File: src/logic/bcs_pkg.sv
package bcs_pkg;

  // ----------------------------------------------------------------
  // Instruction classes handled by the sequencer
  // ----------------------------------------------------------------
  typedef enum logic [3:0] {
    BCS_PUSH_IDX,
    BCS_RET,
    BCS_RET_CC,
    BCS_IRET,
    BCS_IRET_COMPAT,
    BCS_ROT_A,
    BCS_ROT_REG,
    BCS_ROT_HL,
    BCS_ROT_IDX,
    BCS_RLD
  } bcs_instr_e;

  // ----------------------------------------------------------------
  // Machine cycle kinds
  // ----------------------------------------------------------------
  typedef enum logic [2:0] {
    BCS_MC_FETCH1,
    BCS_MC_FETCH2,
    BCS_MC_OPERAND,
    BCS_MC_IDLE,
    BCS_MC_MEMRD,
    BCS_MC_MEMWR,
    BCS_MC_STKRD,
    BCS_MC_STKRD_HALT
  } bcs_mc_e;

  // Address source reported with each cycle.
  typedef enum logic [2:0] {
    BCS_AD_PC,
    BCS_AD_SP,
    BCS_AD_SP1,
    BCS_AD_SPM1,
    BCS_AD_SPM2,
    BCS_AD_HL,
    BCS_AD_IDX,
    BCS_AD_NONE
  } bcs_addr_e;

  // Bus strobes, all active low.
  typedef struct packed {
    logic readStrobe_b;
    logic writeStrobe_b;
    logic memoryRequestStrobe_b;
    logic ioRequestStrobe_b;
    logic opcodeFetchStrobe_b;
    logic haltStrobe_b;
    logic firstFetchStatus;
  } bcs_strobe_s;

  // One step of an instruction's sequence.
  typedef struct packed {
    bcs_mc_e   kind;
    bcs_addr_e addr;
    logic      dataDrive;
  } bcs_step_s;

  localparam int          BCS_MAX_STEPS = 10;
  localparam logic [3:0]  BCS_STEP_ZERO = 4'h0;
  localparam bcs_strobe_s BCS_STROBE_IDLE = 7'h7F;

endpackage

File: src/logic/bcs_strobe_gen.sv
`timescale 1ns/1ps
// ----------------------------------------------------------------
// Strobe decoder for one machine cycle
// ----------------------------------------------------------------
module bcs_strobe_gen (
  // Cycle description
  input  wire bcs_pkg::bcs_mc_e    kind,
  input  wire logic                refetch,
  input  wire logic                compatFetch,
  input  wire logic                ioCompatControl,
  // Decoded strobes
  output bcs_pkg::bcs_strobe_s     strobe
);
  import bcs_pkg::*;

  // Idle is the default; each cycle kind pulls its own strobes low.
  always_comb begin
    strobe = BCS_STROBE_IDLE;
    case (kind)
      BCS_MC_FETCH1: begin
        strobe.readStrobe_b          = 1'b0;
        strobe.memoryRequestStrobe_b = 1'b0;
        strobe.firstFetchStatus      = refetch;
        strobe.opcodeFetchStrobe_b   = compatFetch ? ~ioCompatControl : 1'b0;
      end
      BCS_MC_FETCH2: begin
        strobe.readStrobe_b          = 1'b0;
        strobe.memoryRequestStrobe_b = 1'b0;
        strobe.opcodeFetchStrobe_b   = compatFetch ? ~ioCompatControl : 1'b0;
      end
      BCS_MC_OPERAND, BCS_MC_MEMRD, BCS_MC_STKRD: begin
        strobe.readStrobe_b          = 1'b0;
        strobe.memoryRequestStrobe_b = 1'b0;
      end
      BCS_MC_STKRD_HALT: begin
        strobe.readStrobe_b          = 1'b0;
        strobe.memoryRequestStrobe_b = 1'b0;
        strobe.haltStrobe_b          = 1'b0;
      end
      BCS_MC_MEMWR: begin
        strobe.writeStrobe_b         = 1'b0;
        strobe.memoryRequestStrobe_b = 1'b0;
      end
      BCS_MC_IDLE: begin
        strobe = BCS_STROBE_IDLE;
      end
      default: begin
        strobe = BCS_STROBE_IDLE;
      end
    endcase
    if (kind != BCS_MC_FETCH1) begin
      strobe.firstFetchStatus = 1'b1;
    end
  end

endmodule

File: src/logic/bcs_sequencer.sv
`timescale 1ns/1ps
// How it works
// - A failed conditional return does one opcode fetch then two idle states, no stack read.
// - An indexed rotate opens with a fetch with status low, then a second fetch with status high.
// - Its third cycle reads the displacement with read low and the fetch strobe high.
// - Its fourth cycle fetches the third opcode byte with the fetch strobe low.
// - Its fifth cycle reads memory at index plus displacement with read and request low.
// - One idle state follows, then a write to the same address with write and request low.
// - A rotate on the HL byte does two fetches, a read, one idle state and a write.
// - A rotate on a register does two fetches and one idle state with no data access.
// - The compatibility interrupt return runs fetch, fetch, three idles, refetch, idle,
//   refetch, two stack reads, with the first fetch strobes low only when compat control is 1.
module bcs_sequencer (
  // Clock and reset
  input  wire logic                 mclk,
  input  wire logic                 rst_b,
  // Instruction request
  input  wire logic                 start,
  input  wire bcs_pkg::bcs_instr_e  instr,
  input  wire logic                 conditionTrue,
  input  wire logic                 ioCompatControl,
  // Bus side
  output bcs_pkg::bcs_strobe_s      busStrobe,
  output bcs_pkg::bcs_addr_e        busAddrSel,
  output logic                      dataOutEnable,
  output logic                      busy,
  output logic                      done
);
  import bcs_pkg::*;

  // ----------------------------------------------------------------
  // Sequence table
  // ----------------------------------------------------------------
  // Steps are looked up combinationally so the table is the single
  // place describing each instruction's order of cycles.
  function automatic bcs_step_s stepOf(input bcs_instr_e ins, input logic cond,
                                       input logic [3:0] idx);
    bcs_step_s s;
    s = '{BCS_MC_IDLE, BCS_AD_NONE, 1'b0};
    case (ins)
      BCS_PUSH_IDX: begin
        case (idx)
          4'h0: s = '{BCS_MC_FETCH1, BCS_AD_PC, 1'b0};
          4'h1: s = '{BCS_MC_FETCH2, BCS_AD_PC, 1'b0};
          4'h4: s = '{BCS_MC_MEMWR, BCS_AD_SPM1, 1'b1};
          4'h5: s = '{BCS_MC_MEMWR, BCS_AD_SPM2, 1'b1};
          default: s = '{BCS_MC_IDLE, BCS_AD_NONE, 1'b0};
        endcase
      end
      BCS_RET: begin
        case (idx)
          4'h0: s = '{BCS_MC_FETCH1, BCS_AD_PC, 1'b0};
          4'h1: s = '{BCS_MC_STKRD, BCS_AD_SP, 1'b0};
          default: s = '{BCS_MC_STKRD, BCS_AD_SP1, 1'b0};
        endcase
      end
      BCS_RET_CC: begin
        if (idx == 4'h0) begin
          s = '{BCS_MC_FETCH1, BCS_AD_PC, 1'b0};
        end else if (!cond) begin
          s = '{BCS_MC_IDLE, BCS_AD_NONE, 1'b0};
        end else if (idx == 4'h2) begin
          s = '{BCS_MC_STKRD, BCS_AD_SP, 1'b0};
        end else if (idx == 4'h3) begin
          s = '{BCS_MC_STKRD, BCS_AD_SP1, 1'b0};
        end
      end
      BCS_IRET: begin
        case (idx)
          4'h0: s = '{BCS_MC_FETCH1, BCS_AD_PC, 1'b0};
          4'h1: s = '{BCS_MC_FETCH2, BCS_AD_PC, 1'b0};
          4'h2: s = '{BCS_MC_STKRD_HALT, BCS_AD_SP, 1'b0};
          default: s = '{BCS_MC_STKRD, BCS_AD_SP1, 1'b0};
        endcase
      end
      BCS_IRET_COMPAT: begin
        case (idx)
          4'h0: s = '{BCS_MC_FETCH1, BCS_AD_PC, 1'b0};
          4'h1: s = '{BCS_MC_FETCH2, BCS_AD_PC, 1'b0};
          4'h5: s = '{BCS_MC_FETCH1, BCS_AD_PC, 1'b0};
          4'h7: s = '{BCS_MC_FETCH2, BCS_AD_PC, 1'b0};
          4'h8: s = '{BCS_MC_STKRD, BCS_AD_SP, 1'b0};
          4'h9: s = '{BCS_MC_STKRD, BCS_AD_SP1, 1'b0};
          default: s = '{BCS_MC_IDLE, BCS_AD_NONE, 1'b0};
        endcase
      end
      BCS_ROT_A: begin
        s = '{BCS_MC_FETCH1, BCS_AD_PC, 1'b0};
      end
      BCS_ROT_REG: begin
        case (idx)
          4'h0: s = '{BCS_MC_FETCH1, BCS_AD_PC, 1'b0};
          4'h1: s = '{BCS_MC_FETCH2, BCS_AD_PC, 1'b0};
          default: s = '{BCS_MC_IDLE, BCS_AD_NONE, 1'b0};
        endcase
      end
      BCS_ROT_HL, BCS_RLD: begin
        case (idx)
          4'h0: s = '{BCS_MC_FETCH1, BCS_AD_PC, 1'b0};
          4'h1: s = '{BCS_MC_FETCH2, BCS_AD_PC, 1'b0};
          4'h2: s = '{BCS_MC_MEMRD, BCS_AD_HL, 1'b0};
          default: s = '{BCS_MC_IDLE, BCS_AD_NONE, 1'b0};
        endcase
        if (idx == lastOf(ins, cond)) begin
          s = '{BCS_MC_MEMWR, BCS_AD_HL, 1'b1};
        end
      end
      BCS_ROT_IDX: begin
        case (idx)
          4'h0: s = '{BCS_MC_FETCH1, BCS_AD_PC, 1'b0};
          4'h1: s = '{BCS_MC_FETCH2, BCS_AD_PC, 1'b0};
          4'h2: s = '{BCS_MC_OPERAND, BCS_AD_PC, 1'b0};
          4'h3: s = '{BCS_MC_FETCH2, BCS_AD_PC, 1'b0};
          4'h4: s = '{BCS_MC_MEMRD, BCS_AD_IDX, 1'b0};
          4'h5: s = '{BCS_MC_IDLE, BCS_AD_NONE, 1'b0};
          default: s = '{BCS_MC_MEMWR, BCS_AD_IDX, 1'b1};
        endcase
      end
      default: s = '{BCS_MC_IDLE, BCS_AD_NONE, 1'b0};
    endcase
    return s;
  endfunction

  // Index of the final machine cycle of each instruction.
  function automatic logic [3:0] lastOf(input bcs_instr_e ins, input logic cond);
    case (ins)
      BCS_PUSH_IDX:    lastOf = 4'h5;
      BCS_RET:         lastOf = 4'h2;
      BCS_RET_CC:      lastOf = cond ? 4'h3 : 4'h2;
      BCS_IRET:        lastOf = 4'h3;
      BCS_IRET_COMPAT: lastOf = 4'h9;
      BCS_ROT_A:       lastOf = 4'h0;
      BCS_ROT_REG:     lastOf = 4'h2;
      BCS_ROT_HL:      lastOf = 4'h4;
      BCS_ROT_IDX:     lastOf = 4'h6;
      BCS_RLD:         lastOf = 4'h7;
      default:         lastOf = 4'h0;
    endcase
  endfunction

  // ----------------------------------------------------------------
  // Sequence state
  // ----------------------------------------------------------------
  typedef enum logic {BCS_SQ_IDLE, BCS_SQ_RUN} bcs_state_e;

  bcs_state_e  state;
  bcs_instr_e  curInstr;
  logic        curCond;
  logic [3:0]  stepIdx;
  bcs_instr_e  selInstr;
  logic        selCond;
  logic [3:0]  selIdx;
  bcs_step_s   curStep;
  bcs_strobe_s next_strobe;
  logic        launch;
  logic        isLast;

  // A new instruction is taken when idle or right after the last cycle,
  // so sequences may run back to back without a gap.
  assign launch   = start && (state == BCS_SQ_IDLE || isLast);
  assign isLast   = (state == BCS_SQ_RUN) && (stepIdx == lastOf(curInstr, curCond));
  assign selInstr = launch ? instr : curInstr;
  assign selCond  = launch ? conditionTrue : curCond;
  assign selIdx   = launch ? BCS_STEP_ZERO : stepIdx + 4'h1;
  assign curStep  = stepOf(selInstr, selCond, selIdx);

  bcs_strobe_gen strobeGen (
    .kind            (curStep.kind),
    .refetch         (selInstr == BCS_IRET_COMPAT && selIdx != BCS_STEP_ZERO),
    .compatFetch     (selInstr == BCS_IRET_COMPAT && selIdx < 4'h2),
    .ioCompatControl (ioCompatControl),
    .strobe          (next_strobe)
  );

  // Sequencer state and step counter.
  always_ff @(posedge mclk) begin
    if (!rst_b) begin
      state    <= BCS_SQ_IDLE;
      stepIdx  <= BCS_STEP_ZERO;
      curInstr <= BCS_ROT_A;
      curCond  <= 1'b0;
    end else if (launch) begin
      state    <= BCS_SQ_RUN;
      stepIdx  <= BCS_STEP_ZERO;
      curInstr <= instr;
      curCond  <= conditionTrue;
    end else if (isLast) begin
      state <= BCS_SQ_IDLE;
    end else if (state == BCS_SQ_RUN) begin
      stepIdx <= stepIdx + 4'h1;
    end
  end

  // Registered bus outputs; outside a sequence the bus rests idle.
  always_ff @(posedge mclk) begin
    if (!rst_b) begin
      busStrobe     <= BCS_STROBE_IDLE;
      busAddrSel    <= BCS_AD_NONE;
      dataOutEnable <= 1'b0;
      busy          <= 1'b0;
    end else if (launch || (state == BCS_SQ_RUN && !isLast)) begin
      busStrobe     <= next_strobe;
      busAddrSel    <= curStep.addr;
      dataOutEnable <= curStep.dataDrive;
      busy          <= 1'b1;
    end else begin
      busStrobe     <= BCS_STROBE_IDLE;
      busAddrSel    <= BCS_AD_NONE;
      dataOutEnable <= 1'b0;
      busy          <= 1'b0;
    end
  end

  // Done pulses in the cycle the final machine cycle is shown.
  always_ff @(posedge mclk) begin
    if (!rst_b) begin
      done <= 1'b0;
    end else begin
      done <= (launch && lastOf(instr, conditionTrue) == BCS_STEP_ZERO)
              || (state == BCS_SQ_RUN && !isLast && selIdx == lastOf(curInstr, curCond));
    end
  end

  // ----------------------------------------------------------------
  // Checks
  // ----------------------------------------------------------------
  idle_floats_a: assert property (@(posedge mclk) disable iff (!rst_b)
    busStrobe.readStrobe_b && busStrobe.writeStrobe_b |-> !dataOutEnable)
    else $error("Data bus driven during an idle state.");

  retcc_fail_a: assert property (@(posedge mclk) disable iff (!rst_b)
    launch && instr == BCS_RET_CC && !conditionTrue
    |=> !busStrobe.opcodeFetchStrobe_b ##1 busStrobe == BCS_STROBE_IDLE [*2])
    else $error("Failed conditional return did not idle twice.");

  idx_fetch_a: assert property (@(posedge mclk) disable iff (!rst_b)
    launch && instr == BCS_ROT_IDX
    |=> !busStrobe.firstFetchStatus ##1
        (!busStrobe.opcodeFetchStrobe_b && busStrobe.firstFetchStatus))
    else $error("Indexed rotate fetch pair wrong.");

  idx_disp_a: assert property (@(posedge mclk) disable iff (!rst_b)
    launch && instr == BCS_ROT_IDX
    |=> ##2 (!busStrobe.readStrobe_b && busStrobe.opcodeFetchStrobe_b))
    else $error("Displacement read strobes wrong.");

  idx_third_a: assert property (@(posedge mclk) disable iff (!rst_b)
    launch && instr == BCS_ROT_IDX |=> ##3 !busStrobe.opcodeFetchStrobe_b)
    else $error("Third opcode fetch lacks fetch strobe.");

  idx_read_a: assert property (@(posedge mclk) disable iff (!rst_b)
    launch && instr == BCS_ROT_IDX
    |=> ##4 (!busStrobe.readStrobe_b && busAddrSel == BCS_AD_IDX))
    else $error("Indexed operand read missing.");

  idx_write_a: assert property (@(posedge mclk) disable iff (!rst_b)
    launch && instr == BCS_ROT_IDX
    |=> ##5 busStrobe == BCS_STROBE_IDLE ##1
        (!busStrobe.writeStrobe_b && busStrobe.readStrobe_b && busAddrSel == BCS_AD_IDX))
    else $error("Indexed write-back sequence wrong.");

  hl_seq_a: assert property (@(posedge mclk) disable iff (!rst_b)
    launch && instr == BCS_ROT_HL
    |=> ##2 !busStrobe.readStrobe_b ##1 busStrobe == BCS_STROBE_IDLE ##1
        (!busStrobe.writeStrobe_b && busAddrSel == BCS_AD_HL))
    else $error("HL rotate sequence wrong.");

  reg_rot_a: assert property (@(posedge mclk) disable iff (!rst_b)
    launch && instr == BCS_ROT_REG |=> ##2 (busStrobe == BCS_STROBE_IDLE && done))
    else $error("Register rotate idle state wrong.");

  compat_a: assert property (@(posedge mclk) disable iff (!rst_b)
    launch && instr == BCS_IRET_COMPAT && !ioCompatControl
    |=> busStrobe.opcodeFetchStrobe_b ##5 !busStrobe.opcodeFetchStrobe_b
        ##3 (!busStrobe.readStrobe_b && busAddrSel == BCS_AD_SP))
    else $error("Compatibility return sequence wrong.");

endmodule

File: config.mk
export PLATFORM = sky130hd
export DESIGN_NAME = bcs_sequencer
export DESIGN_NICKNAME = d
export VERILOG_FILES = /design/src/logic/bcs_pkg.sv /design/src/logic/bcs_strobe_gen.sv /design/src/logic/bcs_sequencer.sv
export SDC_FILE = /design/constraint.sdc
export NUM_CORES = 1
export LEC_CHECK = 0
export BUFFER_PORTS_ARGS = -buffer_cell sky130_fd_sc_hd__buf_2
export CAP_MARGIN = 20
export CELL_PAD_IN_SITES_DETAIL_PLACEMENT = 1
export CELL_PAD_IN_SITES_GLOBAL_PLACEMENT = 2
export CORE_MARGIN = 8
export CORE_UTILIZATION = 34
export DETAILED_ROUTE_END_ITERATION = 12
export PLACE_DENSITY = 0.91
export RECOVER_POWER = 50
export SETUP_SLACK_MARGIN = 0.05
export SLEW_MARGIN = 20
export SYNTH_ARGS = -nofsm -noshare
export SYNTH_HDL_FRONTEND = slang
export SYNTH_SLANG_ARGS = --single-unit
File: constraint.sdc
create_clock -name mclk -period 3.5 [get_ports mclk]
set_clock_uncertainty 0.2 [all_clocks]
set_input_delay 0.525 -clock mclk [delete_from_list [all_inputs] [get_ports mclk]]
set_output_delay 0.525 -clock mclk [all_outputs]
set_load 0.1 [all_outputs]
# [After elaboration in Yosys (flattened, before gate mapping)]
# Index checks and enable logic that the tools add are counted.
[word_totals] memories=0 latch_bits=0 rom_bits=0 ramBits=0 elab_cells=134 ff_bits=23 out_inout_bits=13 input_bits=9
[op_classes] shifts=0 multipliers=0 n_lt_le_gt_ge=1 mux=33 n_eq_ne=43 div=0 reduce_logical=35 n_addsub=1 bitwise_logic=6
[ops] cell="case mux 4 bit (8 select lines)" n=3
[ops] cell="case mux 7 bit (9 select lines)" n=1
[ops] cell="case mux 7 bit (4 select lines)" n=2
[ops] cell="== test 4 x 3 -> 1 bit, second input constant" n=13
[ops] cell="case mux 7 bit (3 select lines)" n=2
[ops] cell="two-way mux 7 bit" n=5
[ops] cell="case mux 7 bit (5 select lines)" n=1
[ops] cell="== test 4 x 2 -> 1 bit, second input constant" n=8
[ops] cell="== test 4 bit, second input constant" n=8
[ops] cell="logical NOT 4 bit" n=5
[ops] cell="two-way mux 4 bit" n=5
[ops] cell="OR reduction 2 bit" n=9
[ops] cell="== test 4 x 1 -> 1 bit, second input constant" n=4
[ops] cell="case mux 7 bit (2 select lines)" n=1
[ops] cell="== test 3 bit, second input constant" n=4
[ops] cell="== test 4 bit" n=3
[ops] cell="case mux 6 bit (2 select lines)" n=1
[ops] cell="two-way mux 1 bit" n=11
[ops] cell="logical AND 1 bit" n=7
[ops] cell="OR reduction 7 bit" n=1
[ops] cell="== test 3 x 2 -> 1 bit, second input constant" n=2
[ops] cell="inverter 1 bit" n=6
[ops] cell="OR reduction 6 bit" n=1
[ops] cell="adder 4 x 1 -> 4 bit, second input constant" n=1
[ops] cell="other kinds (12)" n=15

# [Logic depth before layout (Yosys ltp)]
[logic_depth] depth_word=18 depth_mapped=12 mapped_depth_nobuf=10

# [By module]
# From an unflattened synthesis, not the netlist that was laid out.
[hier_totals] cells_unflattened=286 area_unflattened_um2=2062.0
[modules_own_cells] mod="bcs_sequencer" cells_each=273 area_per_inst_um2=1995.7 n_inst=1 seq_area_each_um2=460.4
[modules_own_cells] mod="bcs_strobe_gen" cells_each=13 area_per_inst_um2=66.3 n_inst=1 seq_area_each_um2=0.0

# [Worst setup path after synthesis]
# Ideal clock, no wire load.
[synth_path] path_type="register to register" startpoint="register curInstr[0]" endpoint="register busAddrSel[0]" path_buffers=2 stages_incl_launch_ff=12 required_time_ns=3.236 path_slack_ns=0.752 period_less_slack_ns=2.748 arrival_ns=2.484 setup_ns=0.064 path_cell_list="dfxtp_1 -> buf_6 -> mux2_4 -> a211oi_2 -> xnor2_1 -> o311ai_4 -> nand2_2 -> nand2_4 -> buf_6 -> mux2_4 -> or3_1 -> nand4_1"
[synth_between] elab_chain_len=15 word_cells_on_any_way=63 classes_between="eq/ne (27); mux (20); reduce/logical (16)"
[synth_lines] item="start, declared" line="bcs_sequencer.sv:147" text="bcs_instr_e curInstr;"
[synth_lines] item="start signal, assigned" line="bcs_sequencer.sv:185" text="curInstr <= instr;"
[synth_lines] item="== test 4 x 3 -> 1 bit or == test 4 x 1 -> 1 bit (tied branches)" line="bcs_sequencer.sv:126" text="case (ins)"
[synth_lines] item="OR reduction 2 bit (no line)"
[synth_lines] item="case mux 4 bit (8 select lines)" line="bcs_sequencer.sv:126"
[synth_lines] item="== test 4 bit" line="bcs_sequencer.sv:161" text="assign isLast = (state == BCS_SQ_RUN) && (stepIdx == lastOf(curInstr, curCond));"
[synth_lines] item="logical AND 1 bit" line="bcs_sequencer.sv:161"
[synth_lines] item="logical OR 1 bit" line="bcs_sequencer.sv:160" text="assign launch = start && (state == BCS_SQ_IDLE || isLast);"
[synth_lines] item="logical AND 1 bit" line="bcs_sequencer.sv:160"
[synth_lines] item="two-way mux 4 bit"
[synth_lines] item="== test 4 x 3 -> 1 bit or == test 4 x 1 -> 1 bit (tied branches)" line="bcs_sequencer.sv:40, bcs_sequencer.sv:126"
[synth_lines] item="OR reduction 2 bit (no line)"
[synth_lines] item="case mux 4 bit (8 select lines)" line="bcs_sequencer.sv:126"
[synth_lines] item="two-way mux 4 bit" line="bcs_sequencer.sv:40" text="case (ins)"
[synth_lines] item="== test 4 bit" line="bcs_sequencer.sv:104" text="if (idx == lastOf(ins, cond)) begin"
[synth_lines] item="two-way mux 7 bit" line="bcs_sequencer.sv:104"
[synth_lines] item="case mux 7 bit (9 select lines)" line="bcs_sequencer.sv:40"
[synth_lines] item="end signal, assigned" line="bcs_sequencer.sv:203" text="busAddrSel <= curStep.addr;"
[synth_lines] item="end, declared" line="bcs_sequencer.sv:24" text="output bcs_pkg::bcs_addr_e busAddrSel,"
# Parallel ways exist; a longest one is shown, timed or not. The select of a mux whose other input is x is not followed.
# A chain may end at the register's enable or synchronous reset.

# [Worst setup path after layout]
[layout_path] startpoint="register curInstr[0]" endpoint="register busAddrSel[2]"
# The elaborated chain is that of the path after synthesis.

==> metrics <==
most frequent cell after synthesis nand2_1; clock sink total 22; Finished Layout Cells 370; port bufs 20; nets@finish between 300 and 400; via count 2156; synth top area cells dfxtp_1, nand2_1, nand3_1; Cell Count Post-Placement 364; leakage 0.845 nW; syn nets 285; Starting Density 0.349; CP max FO 12; CP required 3.44 ns; fin util 0.395; gr usage total 0.161; RR Endpoint busAddrSel[2]; initial antenna violation count 0; CTS root buffer clkbuf_8; 1st-pass router iterations 4; worst relative slew slack 0.215; post-route ant nets 0; Mapped Area 0.00205 mm^2; Final min period 3.23 ns; first-pass GRT wire length 11300 um; r2r startpoint curInstr[0]; setup_tns 0 ns; vias in the first global route 2264; Post-CTS Hold Buffers 0; placed standard-cell area 0.00226 mm^2; IO Count 22; Max Freq slightly above 300 MHz; RSZ-0062 raised after global routing no; Async S/R FF share, synth 0; die height 93.7 um; fin worst setup slack between 0.2 and 0.3 ns; PD cells 405 mW/mm^2; mean post-synth cell area approximately 7.5 um^2; synth-to-layout area growth 13.2%; Critical Path Start curInstr[0]; CTS buffer count 3; Arrival @ worst endpoint 3.17 ns; status completed; crit share post-route 0.923; grt ovf 0; area of the die between 0.008 and 0.009 mm^2; H-tree lvl count 1; YS warnings 0; top-area cell type share of the netlist area 0.215; Core ar. 0.00589 mm^2; CTS tree yes; Post-synth top cells nand2_1, dfxtp_1, nand3_1; Cells after Synth 275; share of cells above drive strength 1 0.176; Slew Limit Fails 0; Main synth FF type dfxtp_1; flop2flop setup slack between 0.2 and 0.3 ns; final instance area 0.00232 mm^2; # diodes 0; detailed placement HPWL 5310 um; peak supply drop around 0.00024 V; Hold Fails Final Rpt 0; cell count of the worst reg-to-reg path 11; MaxCap Viol Count 0; WL per Instance 18.8 um; count of final setup violators 0; Least-Margin Pin Slew 1.18 ns; CP Launch Type flip-flop; Initial DRC Count just over 200; #FFs+latches synth 22; largest net degree at the start of global routing 23; Critical Path Sink busAddrSel[2]; WS Path Type reg2reg; Synth area leader dfxtp_1; crit end category flip-flop; routed vias/inst 5.83; number of synthesized flops with an enable pin 0; Die Width 93.7 um; DP Worst Slack 0.164 ns; RD Place Congestion roughly 0.92; DRC viols 0; clk buf depth 2; register area share after synthesis 0.215; clock-pin slew on the worst setup and hold paths 0.08 ns; Netlist cell types 70; final WL 6970 um; later-pin clock latency in the skew report 0.27 ns; # rows 28; Hold WC Path Type in2reg
==> cell type report <==
class,count,area [um^2]
tap,75,93.8
clock buffer,4,55.1
multi-input combinational,219,1450
timing repair buffer,43,258
fill,749,3560
sequential,22,440
inverter,7,26.3
==> flip-flops by register name (all words and copies together) (netlist names) <==
signal / flops
busAddrSel: 3
busStrobe: 6
busy: 1
curCond: 1
curInstr: 4
dataOutEnable: 1
done: 1
state: 1
stepIdx: 4
==> cells by family after synthesis <==
| family | Yosys count | share of synthesized area |
|---|---|---|
| simple gates | 122 | 0.320 |
| fa+ha+maj | 1 | 0.00610 |
| buf+inv | 34 | 0.0829 |
| flops | 22 | 0.215 |
| xor+xnor | 9 | 0.0384 |
| other cells | 1 | 0.00183 |
| mux | 6 | 0.0341 |
| compound gates | 80 | 0.302 |
==> worst min path at each step <==
stage                    start           end  slack (ns)  cells past startpoint
5_1_grt        ioCompatControl  busStrobe[2]        0.25                      2
3_3_place_gp             state    stepIdx[3]        0.37                      2
4_1_cts        ioCompatControl  busStrobe[2]        0.23                      2
3_5_place_dp        stepIdx[3]    stepIdx[3]        0.38                      2
2_1_floorplan          curCond       curCond        0.28                      2
6_report       ioCompatControl  busStrobe[2]        0.24                      2
==> metal layers <==
layer | track usage | up-vias | part of all wire
met5 | 0 | - | 0
met4 | 0.0925 | 0 | 0.022
met3 | 0.0200 | 14 | 0.047
met2 | 0.260 | 55 | 0.48
met1 | 0.200 | 1043 | 0.45
li1 | - | 1044 | -
==> cells in the final DEF, fill, tap and decap left out, types with 3 or more instances in the layout <==
cell type  instances
a211oi_1           3
a21boi_0           5
a21oi_1           10
a22oi_1            3
a31oi_1            4
and2_1             3
and3_1             4
buf_2              8
buf_4             23
clkbuf_1          12
clkbuf_8           4
dfxtp_1           22
inv_1              7
mux2i_1            4
nand2_1           30
nand2b_1           3
nand3_1           21
nand4_1            6
nor2_1            16
nor2b_1            7
nor3_1            10
nor3b_1            3
o2111ai_1          3
o21ai_0           15
o21ai_1            3
o21bai_1           3
or3_1              4
xnor2_1            5
xor2_1             3
==> stage by stage <==
stage	power, W	hold WS (ns)
finish	0.000939	0.235
global route	0.000987	0.252
CTS	0.000937	0.234
global placement	0.000738	0.373
detailed placement	0.000749	0.381
floorplan	0.000649	0.282
==> where the power goes <==
part           internal (W)  leakage [nW]  switching [W]
sequential         0.000272         0.181      0.0000250
clock              0.000101        0.0288      0.0000886
combinational      0.000144         0.635       0.000310
total              0.000516         0.845       0.000423
==> worst max-delay path: stages (launching register included) <==
cell and delay [ns]:
dfxtp_1 0.43, buf_4 0.23, or2b_1 0.27, nor3b_2 0.17
a221oi_2 0.38, o311ai_4 0.19, a21oi_4 0.30, buf_4 0.22
mux2i_1 0.32, o21ai_0 0.14, nand4_1 0.14, nand4_1 0.10
==> timing repair <==
| item | 4_1_cts | 5_1_grt |
|---|---|---|
| endpoints found under the hold margin | 0 | 0 |
| gates resized for setup | 0 | 1 |
| endpoints found under the setup margin | 0 | 6 |
| setup buffers | 0 | 2 |
No activity file was read; power rests on OpenSTA's default activity.
